File: src/gtm_defines.svh
`ifndef GTM_DEFINES_SVH
`define GTM_DEFINES_SVH

// ----------------------------------------
// Register offsets (byte addresses)
// ----------------------------------------
`define GTM_CFG_OFS 8'h00
`define GTM_AMODE_OFS 8'h04
`define GTM_BMODE_OFS 8'h08
`define GTM_CTL_OFS 8'h0C
`define GTM_IMR_OFS 8'h18
`define GTM_RIS_OFS 8'h1C
`define GTM_MIS_OFS 8'h20
`define GTM_ICR_OFS 8'h24
`define GTM_AILR_OFS 8'h28
`define GTM_BILR_OFS 8'h2C
`define GTM_AMATCH_OFS 8'h30
`define GTM_BMATCH_OFS 8'h34
`define GTM_APRE_OFS 8'h38
`define GTM_BPRE_OFS 8'h3C
`define GTM_ACNT_OFS 8'h48
`define GTM_BCNT_OFS 8'h4C

// ----------------------------------------
// Field positions
// ----------------------------------------
`define GTM_CTL_A_EN 0
`define GTM_CTL_A_STALL 1
`define GTM_CTL_RTC_EN 4
`define GTM_CTL_A_OTE 5
`define GTM_CTL_B_EN 8
`define GTM_CTL_B_STALL 9
`define GTM_IRQ_TO 0
`define GTM_IRQ_RTC 3

// ----------------------------------------
// Encodings and reset values
// ----------------------------------------
`define GTM_CFG_TMR32 3'h0
`define GTM_CFG_RTC32 3'h1
`define GTM_AMR_ONESHOT 2'h1
`define GTM_AMR_PERIODIC 2'h2
`define GTM_IRQ_IMPL 4'h9
`define GTM_CFG_RST 3'h0
`define GTM_MODE_RST 4'h0
`define GTM_CTL_RST 16'h0000
`define GTM_IMR_RST 4'h0
`define GTM_HALF_RST 16'hFFFF
`define GTM_PRE_RST 8'h00
`define GTM_RTC_FIRST 32'h0000_0001
`define GTM_CNT_ZERO 32'h0000_0000

// ----------------------------------------
// Timing
// ----------------------------------------
`define GTM_RTC_IN_HZ 32768
`define GTM_RTC_OUT_HZ 1
`define GTM_RTC_DIV (`GTM_RTC_IN_HZ / `GTM_RTC_OUT_HZ)

`endif

File: src/gtm_pkg.sv
package gtm_pkg;

    // ----------------------------------------
    // Operating mode, Gray coded along idle -> timer -> clock
    // ----------------------------------------
    typedef enum logic [1:0] {
        GTM_MODE_IDLE = 2'b00,
        GTM_MODE_TMR = 2'b01,
        GTM_MODE_RTC = 2'b11
    } gtm_mode_t;

    // ----------------------------------------
    // Classic Wishbone request from the master
    // ----------------------------------------
    typedef struct packed {
        logic cyc;
        logic stb;
        logic we;
        logic [31:0] adr;
        logic [3:0] sel;
        logic [31:0] dat;
    } gtm_wb_req_t;

endpackage

File: src/gtm_rtc_div.sv
`timescale 1ns/10ps
`include "gtm_defines.svh"

// Counts rising edges of the slow pin clock and emits one tick per DIVIDE edges
module gtm_rtc_div #(
    parameter int unsigned DIVIDE = `GTM_RTC_DIV
) (
    // Clock and reset
    input wire logic clk_i,
    input wire logic rst_i,
    // Control and pin
    input wire logic run_i,
    input wire logic pin_i,
    // Output tick
    output logic tick_o
);

    localparam logic [15:0] DIV_LAST = 16'(DIVIDE - 1);

    logic pin_prev_reg; // Pin level one cycle ago
    logic [15:0] cnt_reg; // Edges counted so far
    logic tick_reg; // One-cycle tick
    logic pin_rise; // Rising edge of the pin clock
    logic wrap; // Last edge of a second

    assign pin_rise = pin_i & ~pin_prev_reg;
    assign wrap = pin_rise && (cnt_reg == DIV_LAST);
    assign tick_o = tick_reg;

    // Edge counter; held at zero while stopped so each run starts a full second
    always_ff @(posedge clk_i) begin
        if (rst_i) begin
            pin_prev_reg <= 1'b0;
            cnt_reg <= 16'h0000;
            tick_reg <= 1'b0;
        end else begin
            pin_prev_reg <= pin_i;
            tick_reg <= run_i && wrap;
            if (!run_i) begin
                cnt_reg <= 16'h0000;
            end else if (wrap) begin
                cnt_reg <= 16'h0000;
            end else if (pin_rise) begin
                cnt_reg <= cnt_reg + 16'h0001;
            end
        end
    end
endmodule

File: src/gtm_top.sv
// Our own choices: the Wishbone interface to the registers and the placing of the registers.
`timescale 1ns/10ps
`include "gtm_defines.svh"

// Operation
// - Two 16-bit halves joined into one 32-bit counter
// - Reset: 32-bit timer config, controls cleared, counts and loads all ones
// - Config 0 selects timer, 1 selects clock
// - 32-bit load write fills both load halves
// - Count read returns upper and lower halves joined
// - Only even capture pin used in 32-bit
// - Timer A mode alone picks one-shot or periodic
// - Count down, reload from load after zero
// - One-shot stops and clears its enable bit
// - Zero sets sticky time-out raw flag
// - Unmasked time-out also sets masked flag
// - Trigger pulse one cycle wide at zero
// - Load write while running restarts from it
// - Stall bit freezes the timer count
// - Clock mode counts up, first load one
// - Pin clock divided down to one hertz tick
// - Clock count equal match rolls over to zero
// - Match sets clock raw; if unmasked also masked and interrupt
// - Clear bit clears clock status flags
// - Clock enable overrides both stall bits
module gtm_top #(
    parameter int unsigned RTC_DIVIDE = `GTM_RTC_DIV
) (
    // Clock and reset
    input wire logic clk_i,
    input wire logic rst_i,
    // Wishbone slave
    input wire gtm_pkg::gtm_wb_req_t wb_req_i,
    output logic wb_ack_o,
    output logic [31:0] wb_dat_o,
    // Capture pin carrying the slow clock
    input wire logic capture_compare_pin_i,
    // Events out
    output logic trig_o,
    output logic irq_o
);

    // ----------------------------------------
    // Registers
    // ----------------------------------------
    logic [2:0] cfg_reg; // Configuration select
    logic [3:0] amode_reg; // Timer A mode register
    logic [3:0] bmode_reg; // Timer B mode register, unused in 32-bit
    logic [15:0] ctl_reg; // Control bits
    logic [3:0] imr_reg; // Interrupt mask
    logic [3:0] ris_reg; // Raw status
    logic [15:0] ailr_reg; // Timer A interval load
    logic [15:0] bilr_reg; // Timer B interval load
    logic [15:0] amatch_reg; // Timer A match
    logic [15:0] bmatch_reg; // Timer B match
    logic [7:0] apre_reg; // Timer A prescale
    logic [7:0] bpre_reg; // Timer B prescale
    logic [31:0] cnt_reg; // Joined counter, B half on top
    logic rtc_seen_reg; // Clock mode has been entered once
    logic ack_reg; // Bus acknowledge
    logic [31:0] dat_reg; // Bus read data
    logic trig_reg; // Output trigger
    logic irq_reg; // Controller interrupt

    // ----------------------------------------
    // Next values
    // ----------------------------------------
    logic [15:0] ctl_next;
    logic [3:0] ris_next;
    logic [15:0] ailr_next;
    logic [15:0] bilr_next;
    logic [31:0] cnt_next;

    // ----------------------------------------
    // Bus decode
    // ----------------------------------------
    wire bus_take = wb_req_i.cyc && wb_req_i.stb && !ack_reg;
    wire bus_wr = bus_take && wb_req_i.we;
    wire [7:0] ofs = wb_req_i.adr[7:0];
    wire wr_cfg = bus_wr && (ofs == `GTM_CFG_OFS) && wb_req_i.sel[0];
    wire wr_amode = bus_wr && (ofs == `GTM_AMODE_OFS) && wb_req_i.sel[0];
    wire wr_bmode = bus_wr && (ofs == `GTM_BMODE_OFS) && wb_req_i.sel[0];
    wire wr_ctl = bus_wr && (ofs == `GTM_CTL_OFS);
    wire wr_imr = bus_wr && (ofs == `GTM_IMR_OFS) && wb_req_i.sel[0];
    wire wr_icr = bus_wr && (ofs == `GTM_ICR_OFS) && wb_req_i.sel[0];
    wire wr_ailr = bus_wr && (ofs == `GTM_AILR_OFS);
    wire wr_bilr = bus_wr && (ofs == `GTM_BILR_OFS);
    wire wr_amatch = bus_wr && (ofs == `GTM_AMATCH_OFS);
    wire wr_bmatch = bus_wr && (ofs == `GTM_BMATCH_OFS);
    wire wr_apre = bus_wr && (ofs == `GTM_APRE_OFS) && wb_req_i.sel[0];
    wire wr_bpre = bus_wr && (ofs == `GTM_BPRE_OFS) && wb_req_i.sel[0];

    // Byte-lane merge of write data into an old word
    function automatic logic [31:0] lane_merge(input logic [31:0] old_v,
                                               input logic [31:0] new_v,
                                               input logic [3:0] sel);
        logic [31:0] mask;
        mask = {{8{sel[3]}}, {8{sel[2]}}, {8{sel[1]}}, {8{sel[0]}}};
        return (old_v & ~mask) | (new_v & mask);
    endfunction

    // ----------------------------------------
    // Mode decode
    // ----------------------------------------
    wire gtm_pkg::gtm_mode_t mode = (cfg_reg == `GTM_CFG_TMR32) ? gtm_pkg::GTM_MODE_TMR :
        (cfg_reg == `GTM_CFG_RTC32) ? gtm_pkg::GTM_MODE_RTC : gtm_pkg::GTM_MODE_IDLE;
    wire mode32 = (mode != gtm_pkg::GTM_MODE_IDLE);
    // Only the timer A mode field decides one-shot versus periodic
    wire a_oneshot = (amode_reg[1:0] == `GTM_AMR_ONESHOT);
    wire a_periodic = (amode_reg[1:0] == `GTM_AMR_PERIODIC);
    wire a_en = ctl_reg[`GTM_CTL_A_EN];
    wire any_stall = ctl_reg[`GTM_CTL_A_STALL] || ctl_reg[`GTM_CTL_B_STALL];

    // ----------------------------------------
    // Counter stepping conditions
    // ----------------------------------------
    wire tmr_run = (mode == gtm_pkg::GTM_MODE_TMR) && a_en && (a_oneshot || a_periodic);
    wire tmr_step = tmr_run && !ctl_reg[`GTM_CTL_A_STALL];
    wire cnt_zero = (cnt_reg == `GTM_CNT_ZERO);
    wire to_evt = tmr_step && cnt_zero;
    wire rtc_tick;
    wire rtc_run = (mode == gtm_pkg::GTM_MODE_RTC) && a_en;
    // Clock enable bit lets the clock ignore both stall bits
    wire rtc_step = rtc_run && rtc_tick && (ctl_reg[`GTM_CTL_RTC_EN] || !any_stall);
    wire [31:0] match32 = {bmatch_reg, amatch_reg};
    wire rtc_hit = rtc_step && (cnt_reg == match32);
    wire rtc_first = wr_cfg && (wb_req_i.dat[2:0] == `GTM_CFG_RTC32) && !rtc_seen_reg;
    wire [31:0] load32 = {bilr_reg, ailr_reg};
    wire [31:0] ilr_merge = lane_merge({bilr_reg, ailr_reg}, wb_req_i.dat, wb_req_i.sel);
    wire [31:0] ctl_merge = lane_merge({16'h0000, ctl_reg}, wb_req_i.dat, wb_req_i.sel);
    // Byte-lane merges for the lone halves and for the joined match pair
    wire [31:0] bilr_merge = lane_merge({16'h0000, bilr_reg}, wb_req_i.dat, wb_req_i.sel);
    wire [31:0] match_merge = lane_merge(match32, wb_req_i.dat, wb_req_i.sel);
    wire [31:0] amatch_merge = lane_merge({16'h0000, amatch_reg}, wb_req_i.dat, wb_req_i.sel);
    wire [31:0] bmatch_merge = lane_merge({16'h0000, bmatch_reg}, wb_req_i.dat, wb_req_i.sel);
    wire [3:0] icr_bits = wr_icr ? (wb_req_i.dat[3:0] & `GTM_IRQ_IMPL) : 4'h0;
    wire [3:0] set_bits = {rtc_hit, 2'b00, to_evt};
    wire [3:0] mis = ris_reg & imr_reg;

    // ----------------------------------------
    // Slow clock divider on the even capture pin
    // ----------------------------------------
    gtm_rtc_div #(
        .DIVIDE(RTC_DIVIDE)
    ) u_div (
        .clk_i(clk_i),
        .rst_i(rst_i),
        .run_i(rtc_run),
        .pin_i(capture_compare_pin_i),
        .tick_o(rtc_tick)
    );

    // ----------------------------------------
    // Load registers
    // ----------------------------------------
    // A 32-bit load write splits over both halves only in 32-bit modes
    always_comb begin
        ailr_next = ailr_reg;
        bilr_next = bilr_reg;
        if (wr_ailr) begin
            ailr_next = ilr_merge[15:0];
            if (mode32) begin
                bilr_next = ilr_merge[31:16];
            end
        end else if (wr_bilr) begin
            bilr_next = bilr_merge[15:0];
        end
    end

    // ----------------------------------------
    // Counter
    // ----------------------------------------
    // A load write wins over a step so software restarts the period at once
    always_comb begin
        cnt_next = cnt_reg;
        if (wr_ailr && (mode == gtm_pkg::GTM_MODE_TMR)) begin
            cnt_next = {bilr_next, ailr_next};
        end else if (rtc_first) begin
            cnt_next = `GTM_RTC_FIRST;
        end else if (tmr_step) begin
            if (cnt_zero) begin
                cnt_next = load32;
            end else begin
                cnt_next = cnt_reg - 32'h0000_0001;
            end
        end else if (rtc_step) begin
            if (rtc_hit) begin
                cnt_next = `GTM_CNT_ZERO;
            end else begin
                cnt_next = cnt_reg + 32'h0000_0001;
            end
        end
    end

    // ----------------------------------------
    // Control and status
    // ----------------------------------------
    always_comb begin
        ctl_next = wr_ctl ? ctl_merge[15:0] : ctl_reg;
        // One-shot drops its own enable in the same cycle as the zero reload
        if (to_evt && a_oneshot) begin
            ctl_next[`GTM_CTL_A_EN] = 1'b0;
        end
    end

    // Set wins over a clear arriving in the same cycle
    assign ris_next = (ris_reg & ~icr_bits) | set_bits;

    // ----------------------------------------
    // Read mux
    // ----------------------------------------
    wire [31:0] acnt_rd = mode32 ? cnt_reg : {16'h0000, cnt_reg[15:0]};
    wire [31:0] rd_data =
        (ofs == `GTM_CFG_OFS) ? {29'h0, cfg_reg} :
        (ofs == `GTM_AMODE_OFS) ? {28'h0, amode_reg} :
        (ofs == `GTM_BMODE_OFS) ? {28'h0, bmode_reg} :
        (ofs == `GTM_CTL_OFS) ? {16'h0000, ctl_reg} :
        (ofs == `GTM_IMR_OFS) ? {28'h0, imr_reg} :
        (ofs == `GTM_RIS_OFS) ? {28'h0, ris_reg} :
        (ofs == `GTM_MIS_OFS) ? {28'h0, mis} :
        (ofs == `GTM_AILR_OFS) ? (mode32 ? load32 : {16'h0000, ailr_reg}) :
        (ofs == `GTM_BILR_OFS) ? {16'h0000, bilr_reg} :
        (ofs == `GTM_AMATCH_OFS) ? (mode32 ? match32 : {16'h0000, amatch_reg}) :
        (ofs == `GTM_BMATCH_OFS) ? {16'h0000, bmatch_reg} :
        (ofs == `GTM_APRE_OFS) ? {24'h0, apre_reg} :
        (ofs == `GTM_BPRE_OFS) ? {24'h0, bpre_reg} :
        (ofs == `GTM_ACNT_OFS) ? acnt_rd :
        (ofs == `GTM_BCNT_OFS) ? {16'h0000, cnt_reg[31:16]} :
        32'h0000_0000;

    // ----------------------------------------
    // Bus slave flops
    // ----------------------------------------
    // Every access, mapped or not, is acknowledged one cycle after it starts
    always_ff @(posedge clk_i) begin
        if (rst_i) begin
            ack_reg <= 1'b0;
            dat_reg <= 32'h0000_0000;
        end else begin
            ack_reg <= bus_take;
            if (bus_take && !wb_req_i.we) begin
                dat_reg <= rd_data;
            end
        end
    end

    // ----------------------------------------
    // Configuration flops
    // ----------------------------------------
    always_ff @(posedge clk_i) begin
        if (rst_i) begin
            cfg_reg <= `GTM_CFG_RST;
            amode_reg <= `GTM_MODE_RST;
            bmode_reg <= `GTM_MODE_RST;
            imr_reg <= `GTM_IMR_RST;
            apre_reg <= `GTM_PRE_RST;
            bpre_reg <= `GTM_PRE_RST;
            rtc_seen_reg <= 1'b0;
        end else begin
            if (wr_cfg) cfg_reg <= wb_req_i.dat[2:0];
            if (wr_amode) amode_reg <= wb_req_i.dat[3:0];
            if (wr_bmode) bmode_reg <= wb_req_i.dat[3:0];
            if (wr_imr) imr_reg <= wb_req_i.dat[3:0] & `GTM_IRQ_IMPL;
            if (wr_apre) apre_reg <= wb_req_i.dat[7:0];
            if (wr_bpre) bpre_reg <= wb_req_i.dat[7:0];
            if (rtc_first) rtc_seen_reg <= 1'b1;
        end
    end

    // ----------------------------------------
    // Timer datapath flops
    // ----------------------------------------
    always_ff @(posedge clk_i) begin
        if (rst_i) begin
            ctl_reg <= `GTM_CTL_RST;
            ris_reg <= 4'h0;
            ailr_reg <= `GTM_HALF_RST;
            bilr_reg <= `GTM_HALF_RST;
            amatch_reg <= `GTM_HALF_RST;
            bmatch_reg <= `GTM_HALF_RST;
            cnt_reg <= {`GTM_HALF_RST, `GTM_HALF_RST};
        end else begin
            ctl_reg <= ctl_next;
            ris_reg <= ris_next;
            ailr_reg <= ailr_next;
            bilr_reg <= bilr_next;
            cnt_reg <= cnt_next;
            // Later clock loads arrive through the match pair
            if (wr_amatch) begin
                {bmatch_reg, amatch_reg} <= mode32 ? match_merge :
                    {bmatch_reg, amatch_merge[15:0]};
            end else if (wr_bmatch) begin
                bmatch_reg <= bmatch_merge[15:0];
            end
        end
    end

    // ----------------------------------------
    // Event outputs
    // ----------------------------------------
    // Interrupt lags the masked status by one cycle to come from a flop
    always_ff @(posedge clk_i) begin
        if (rst_i) begin
            trig_reg <= 1'b0;
            irq_reg <= 1'b0;
        end else begin
            trig_reg <= to_evt && ctl_reg[`GTM_CTL_A_OTE];
            irq_reg <= |mis;
        end
    end

    assign wb_ack_o = ack_reg;
    assign wb_dat_o = dat_reg;
    assign trig_o = trig_reg;
    assign irq_o = irq_reg;
endmodule

File: config.mk
export PLATFORM = sky130hd
export DESIGN_NAME = gtm_top
export DESIGN_NICKNAME = d
export VERILOG_FILES = /design/src/gtm_pkg.sv /design/src/gtm_rtc_div.sv /design/src/gtm_top.sv
export VERILOG_INCLUDE_DIRS = /design/src
export SDC_FILE = /design/constraint.sdc
export NUM_CORES = 1
export LEC_CHECK = 0
export BUFFER_PORTS_ARGS = -buffer_cell sky130_fd_sc_hd__buf_2
export CORE_MARGIN = 4
export CORE_UTILIZATION = 45
export CTS_CLUSTER_DIAMETER = 150
export DETAILED_ROUTE_END_ITERATION = 8
export HOLD_SLACK_MARGIN = 0.02
export MAX_ROUTING_LAYER = met4
export PLACE_DENSITY = 0.71
export SLEW_MARGIN = 10
export SYNTH_ARGS = -nofsm -noshare
export SYNTH_HDL_FRONTEND = slang
export SYNTH_HIERARCHICAL = 1
export SYNTH_SLANG_ARGS = --single-unit
File: constraint.sdc
create_clock -name clk_i -period 3.02 [get_ports clk_i]
set_input_delay 0.151 -clock clk_i [delete_from_list [all_inputs] [get_ports clk_i]]
set_output_delay 0.151 -clock clk_i [all_outputs]
set_load 0.005 [all_outputs]
# Word-level counts from Yosys, hierarchy flattened
# Index checks and enable logic that the tools add are counted.
dict set report word_totals {
  regBits 199
  latch_bits 0
  ram_bits 0
  romBits 0
  in_bits 74
  mem_count 0
}
dict set report classes {
  add_sub_neg 3
  n_mul 0
  div 0
  order_cmp 0
  eq_ne 24
  n_shift 0
  mux 34
  n_bitwise 21
  n_reduce_logical 56
}
# cell n
set ops {}
lappend ops {{two-way mux 32 bit} 24}
lappend ops {{two-way mux 16 bit} 7}
lappend ops {{bitwise AND 32 bit} 3}
lappend ops {{bitwise AND 16 bit} 4}
lappend ops {{== test 8 x 6 -> 1 bit, second input constant} 8}
lappend ops {{bitwise OR 16 bit} 4}
lappend ops {{bitwise OR 32 bit} 2}
lappend ops {{logical AND 1 bit} 38}
lappend ops {{adder 32 x 1 -> 32 bit, second input constant} 1}
lappend ops {{== test 32 bit} 1}
lappend ops {{logical NOT 32 bit} 1}
lappend ops {{inverter 32 bit} 1}
lappend ops {{subtractor 32 x 1 -> 32 bit, second input constant} 1}
lappend ops {{adder 16 x 1 -> 16 bit, second input constant} 1}
lappend ops {{== test 16 x 15 -> 1 bit, second input constant} 1}
lappend ops {{== test 8 x 4 -> 1 bit, second input constant} 2}
lappend ops {{== test 8 x 5 -> 1 bit, second input constant} 2}
lappend ops {{== test 8 x 7 -> 1 bit, second input constant} 2}
lappend ops {{bitwise AND 4 bit} 2}
lappend ops {{== test 8 x 3 -> 1 bit, second input constant} 1}
lappend ops {{logical NOT 8 bit} 1}
lappend ops {{== test 3 x 1 -> 1 bit, second input constant} 2}
lappend ops {{logical NOT 1 bit} 5}
lappend ops {{== test 2 x 1 -> 1 bit, second input constant} 2}
lappend ops {{other kinds (16)} 22}

# Logic depth before layout (Yosys ltp)
dict set report logic_depth {
  word_depth 19
  mapped_depth 11
  ltp_nobuf 9
}

# Cells and area by module
# The synthesis kept the hierarchy.
# mod n_inst cells_each area_per_inst_um2
set by_module_without_submodules {}
lappend by_module_without_submodules {gtm_top 1 1453 11106.9}
lappend by_module_without_submodules {gtm_rtc_div 1 85 800.8}

# Least setup slack after synthesis
# No wires, ideal clock.
dict set report synth_timing {
  kind {register to register}
  start {register, netlist name cnt_reg[15]}
  end {register, netlist name cnt_reg[27]}
  arrival_time_ns 2.353
  required_ns 2.898
  setup_slack_ns 0.545
  stages_incl_launch_ff 9
  n_path_buf 2
  cell_sequence {dfxtp_1 buf_2 or4_1 nand2b_1 or4_1 buf_2 nor2_1 nor3_1 o32a_1}
}

==> reports/summary.txt <==
Status: finished clean
Port buffer count: 84
Most frequent cells in the layout: dfxtp_1 (197), nor2_1 (196), nand2_1 (146)
Pwr dens: 398.3 nW/um^2
Crit. End Element: register
Slowest-stage cell, CP: a311oi_1
Largest stage delay, worst path: 0.47 ns
Initial Utilization: 45.70%
Initial antenna violation count: 0
Clk pin slew, worst setup/hold paths: 0.09 ns
CTS Buffer Depth: 2
Final ANT Viol Nets: 0
Yosys reg bits: 197
Buf/Inv on CP: 2
Routability cong.: 1.046
Die X: 170.7 um
Worst-Skew Late Latency: 0.46 ns
GRT overflow: 0
Dominant cell type by area after synthesis: dfxtp_1
Setup tns final: 0 ns
Synth top area cells: dfxtp_1 (33%), nor2_1 (6.2%), mux2i_1 (5.0%)
Slew Viols, Final: 0
WL/cell: 25.49 um
# rows: 59
IO Count: 109
Post-Synth Simple-Gate Area: 25.52%
CP startpoint kind: register
# Post-CTS Setup Buffers: 0
Largest net degree at the start of global routing: 67
Post-Synth Adder-Cell Area: 0.5254%
Setup Crit Path Kind: reg -> reg
Cells along the critical path: inv_1 > ha_1 > nor3_1 > nand3_1 > buf_4 > nand2_1 > o21ai_1 > a311oi_1 > o31ai_1 > o21a_1
Synthesized Nets: 1617
Hold Startpoint: wb_req_i[28]
Final Hold Fails: 0
CTS H-tree depth: 4
Area of the multi-input gates: 7393 sq um
Share of the synthesized area in the top cell type: 33.12%
Core box area: 26060 sq um
Post-synth ARST share: 0%
Compound-Gate Fraction of Synth Area: 23.86%
CTS Root Cell: clkbuf_16
Layout cell share with drive strength beyond 1: 17.12%
Synthesized area: 11910 sq um
Max Cap Viol: 0
Reg2reg start: amode_reg[1]
Yosys warnings: 6
Max_slew headroom: 49.35%
Starting DRT DRC Count: 1827
Vias per cell: 6.629
Register area: 3944 sq um
Post-DP Area: 13220 sq um
DR vias: 13180
Worst EP arrival: 3.24 ns
Syn_area_per_cell: 7.742 sq um
Post-synth EDFFs: 0
Final Cell Area: 13880 sq um
HPWL after detailed placement: 37770 um
Ys flop type: dfxtp_1
Die Span Y: 170.7 um
Mux contribution to synthesized area: 5.716%
Routed WL: 50670 um
Max FO, Critical Path: 24
Drt drc: 0
Critical Path Start: amode_reg[1]
# setup viols final: 0
Total GRT Usage: 35.17%
P_leak: 5.407 nW
Syn Inst Count: 1538
RSZ-0062 raised after global routing: false
Worst-case clock skew: 0.02686 ns
Hold crit path type: in -> reg
XOR/XNOR Fraction of Synth Area: 6.178%
Cts repair resizes: 0
Crit share post-route: 95.82%
Die ar.: 29130 sq um
Fillers: 2557
Total CTS buffers: 17
Fmax achieved: 345.6 MHz
Largest family of logic cells by synthesized area: simple AND/OR/NAND/NOR gates
Pre-Repair DR Iteration Count: 8
CP delay by family, top: compound AO/OA/AOI/OAI gates
First-pass GRT wire length: 76290 um
Synth cell types: 83
Commonest non-fill, non-tap cell in the layout: dfxtp_1
NumNets Final: 1719
Area Overhead vs Synth: 16.57%
Worst-Margin Slew: 0.7539 ns
# diodes: 0
TritonCTS clock tree: yes
Max VDD drop: 0.3960 mV
Sequential fraction of the synthesis area: 33.12%
CTS sink cnt: 197
WP data required: 3.37 ns
Final min period: 2.894 ns
Hold buffers post-CTS: 1
Vias in the first global route: 12350
Total Power: 5.529 mW
[kinds of logic after synthesis]
family,after synthesis
multiplexers,67
flip-flops,197
AND/OR/NAND/NOR,614
buffers and inverters,145
AO/OA/AOI/OAI,426
XOR/XNOR,84
adder cells (fa/ha/maj),5
[layout make-up]
class                   instances  area share (%)
multi-input cells            1196           53.26
clock buffers                  17           3.065
clock inverters                15           1.650
repair buffers                215           10.24
well taps                     335           3.020
flip-flops and latches        197           28.41
inverters                      13          0.3515
[routing by layer]
layer | up-vias | GRT usage, % | part of all wire (%)
li1 | 5912 | - | -
met1 | 6161 | 47.88 | 41
met2 | 936 | 51.22 | 43
met3 | 169 | 7.625 | 12
met4 | 0 | 13.37 | 4.4
met5 | - | - | 0
[final timing paths]
kind                            cells after the start  slack (ns)      endpoint
worst max-delay path                               10        0.13    cnt_reg[4]
worst min-delay path                                3        0.05  bilr_reg[12]
worst max register to register                     10        0.13    cnt_reg[4]
worst min register to register                      2        0.46      register
[power breakdown]
part / total, mW / internal [mW] / switching, mW
Combinational: 0.353 / 0.109 / 0.244
Sequential: 2.60 / 2.60 / 0.00319
Clock: 2.57 / 1.20 / 1.38
[through the flow]
stage          hold slack [ns]  instances  utilization, %  setup WS, ns
2_1_floorplan           0.2226       1538               -        0.5450
3_3_place_gp            0.4178       1955           50.72        0.3099
3_5_place_dp            0.4242       1955           50.72        0.3048
4_1_cts                0.02419       1988           53.27        0.2529
5_1_grt                0.05167       1988           53.27       0.06937
6_report               0.04537       1988           53.27        0.1261
[Yosys cell counts, types with 6 or more instances]
| library cell | number |
|---|---|
| dfxtp_1 | 197 |
| nor2_1 | 196 |
| nand2_1 | 146 |
| a21oi_1 | 112 |
| clkbuf_1 | 96 |
| o21ai_0 | 70 |
| mux2i_1 | 59 |
| xnor2_1 | 58 |
| nand3_1 | 54 |
| nor3_1 | 49 |
| nand4_1 | 38 |
| o22ai_1 | 34 |
| a222oi_1 | 27 |
| xor2_1 | 26 |
| o211ai_1 | 25 |
| a31oi_1 | 24 |
| buf_2 | 24 |
| and3_1 | 21 |
| a221oi_1 | 20 |
| nor4_1 | 20 |
| a22oi_1 | 19 |
| a211oi_1 | 15 |
| inv_1 | 13 |
| and2_1 | 12 |
| o31ai_1 | 11 |
| nand2b_1 | 9 |
| and4_1 | 8 |
| buf_1 | 8 |
| mux2_2 | 8 |
| a21o_1 | 7 |
| o221ai_1 | 7 |
| o22a_1 | 7 |
| or3_1 | 7 |
| or4_1 | 7 |
| a311oi_1 | 6 |
[tightest hold or removal path, stage by stage]
cell and delay [ns]:
buf_2 0.09, o22ai_1 0.07, o21ai_0 0.14
Note: power is estimated with default switching activity, not from simulation.
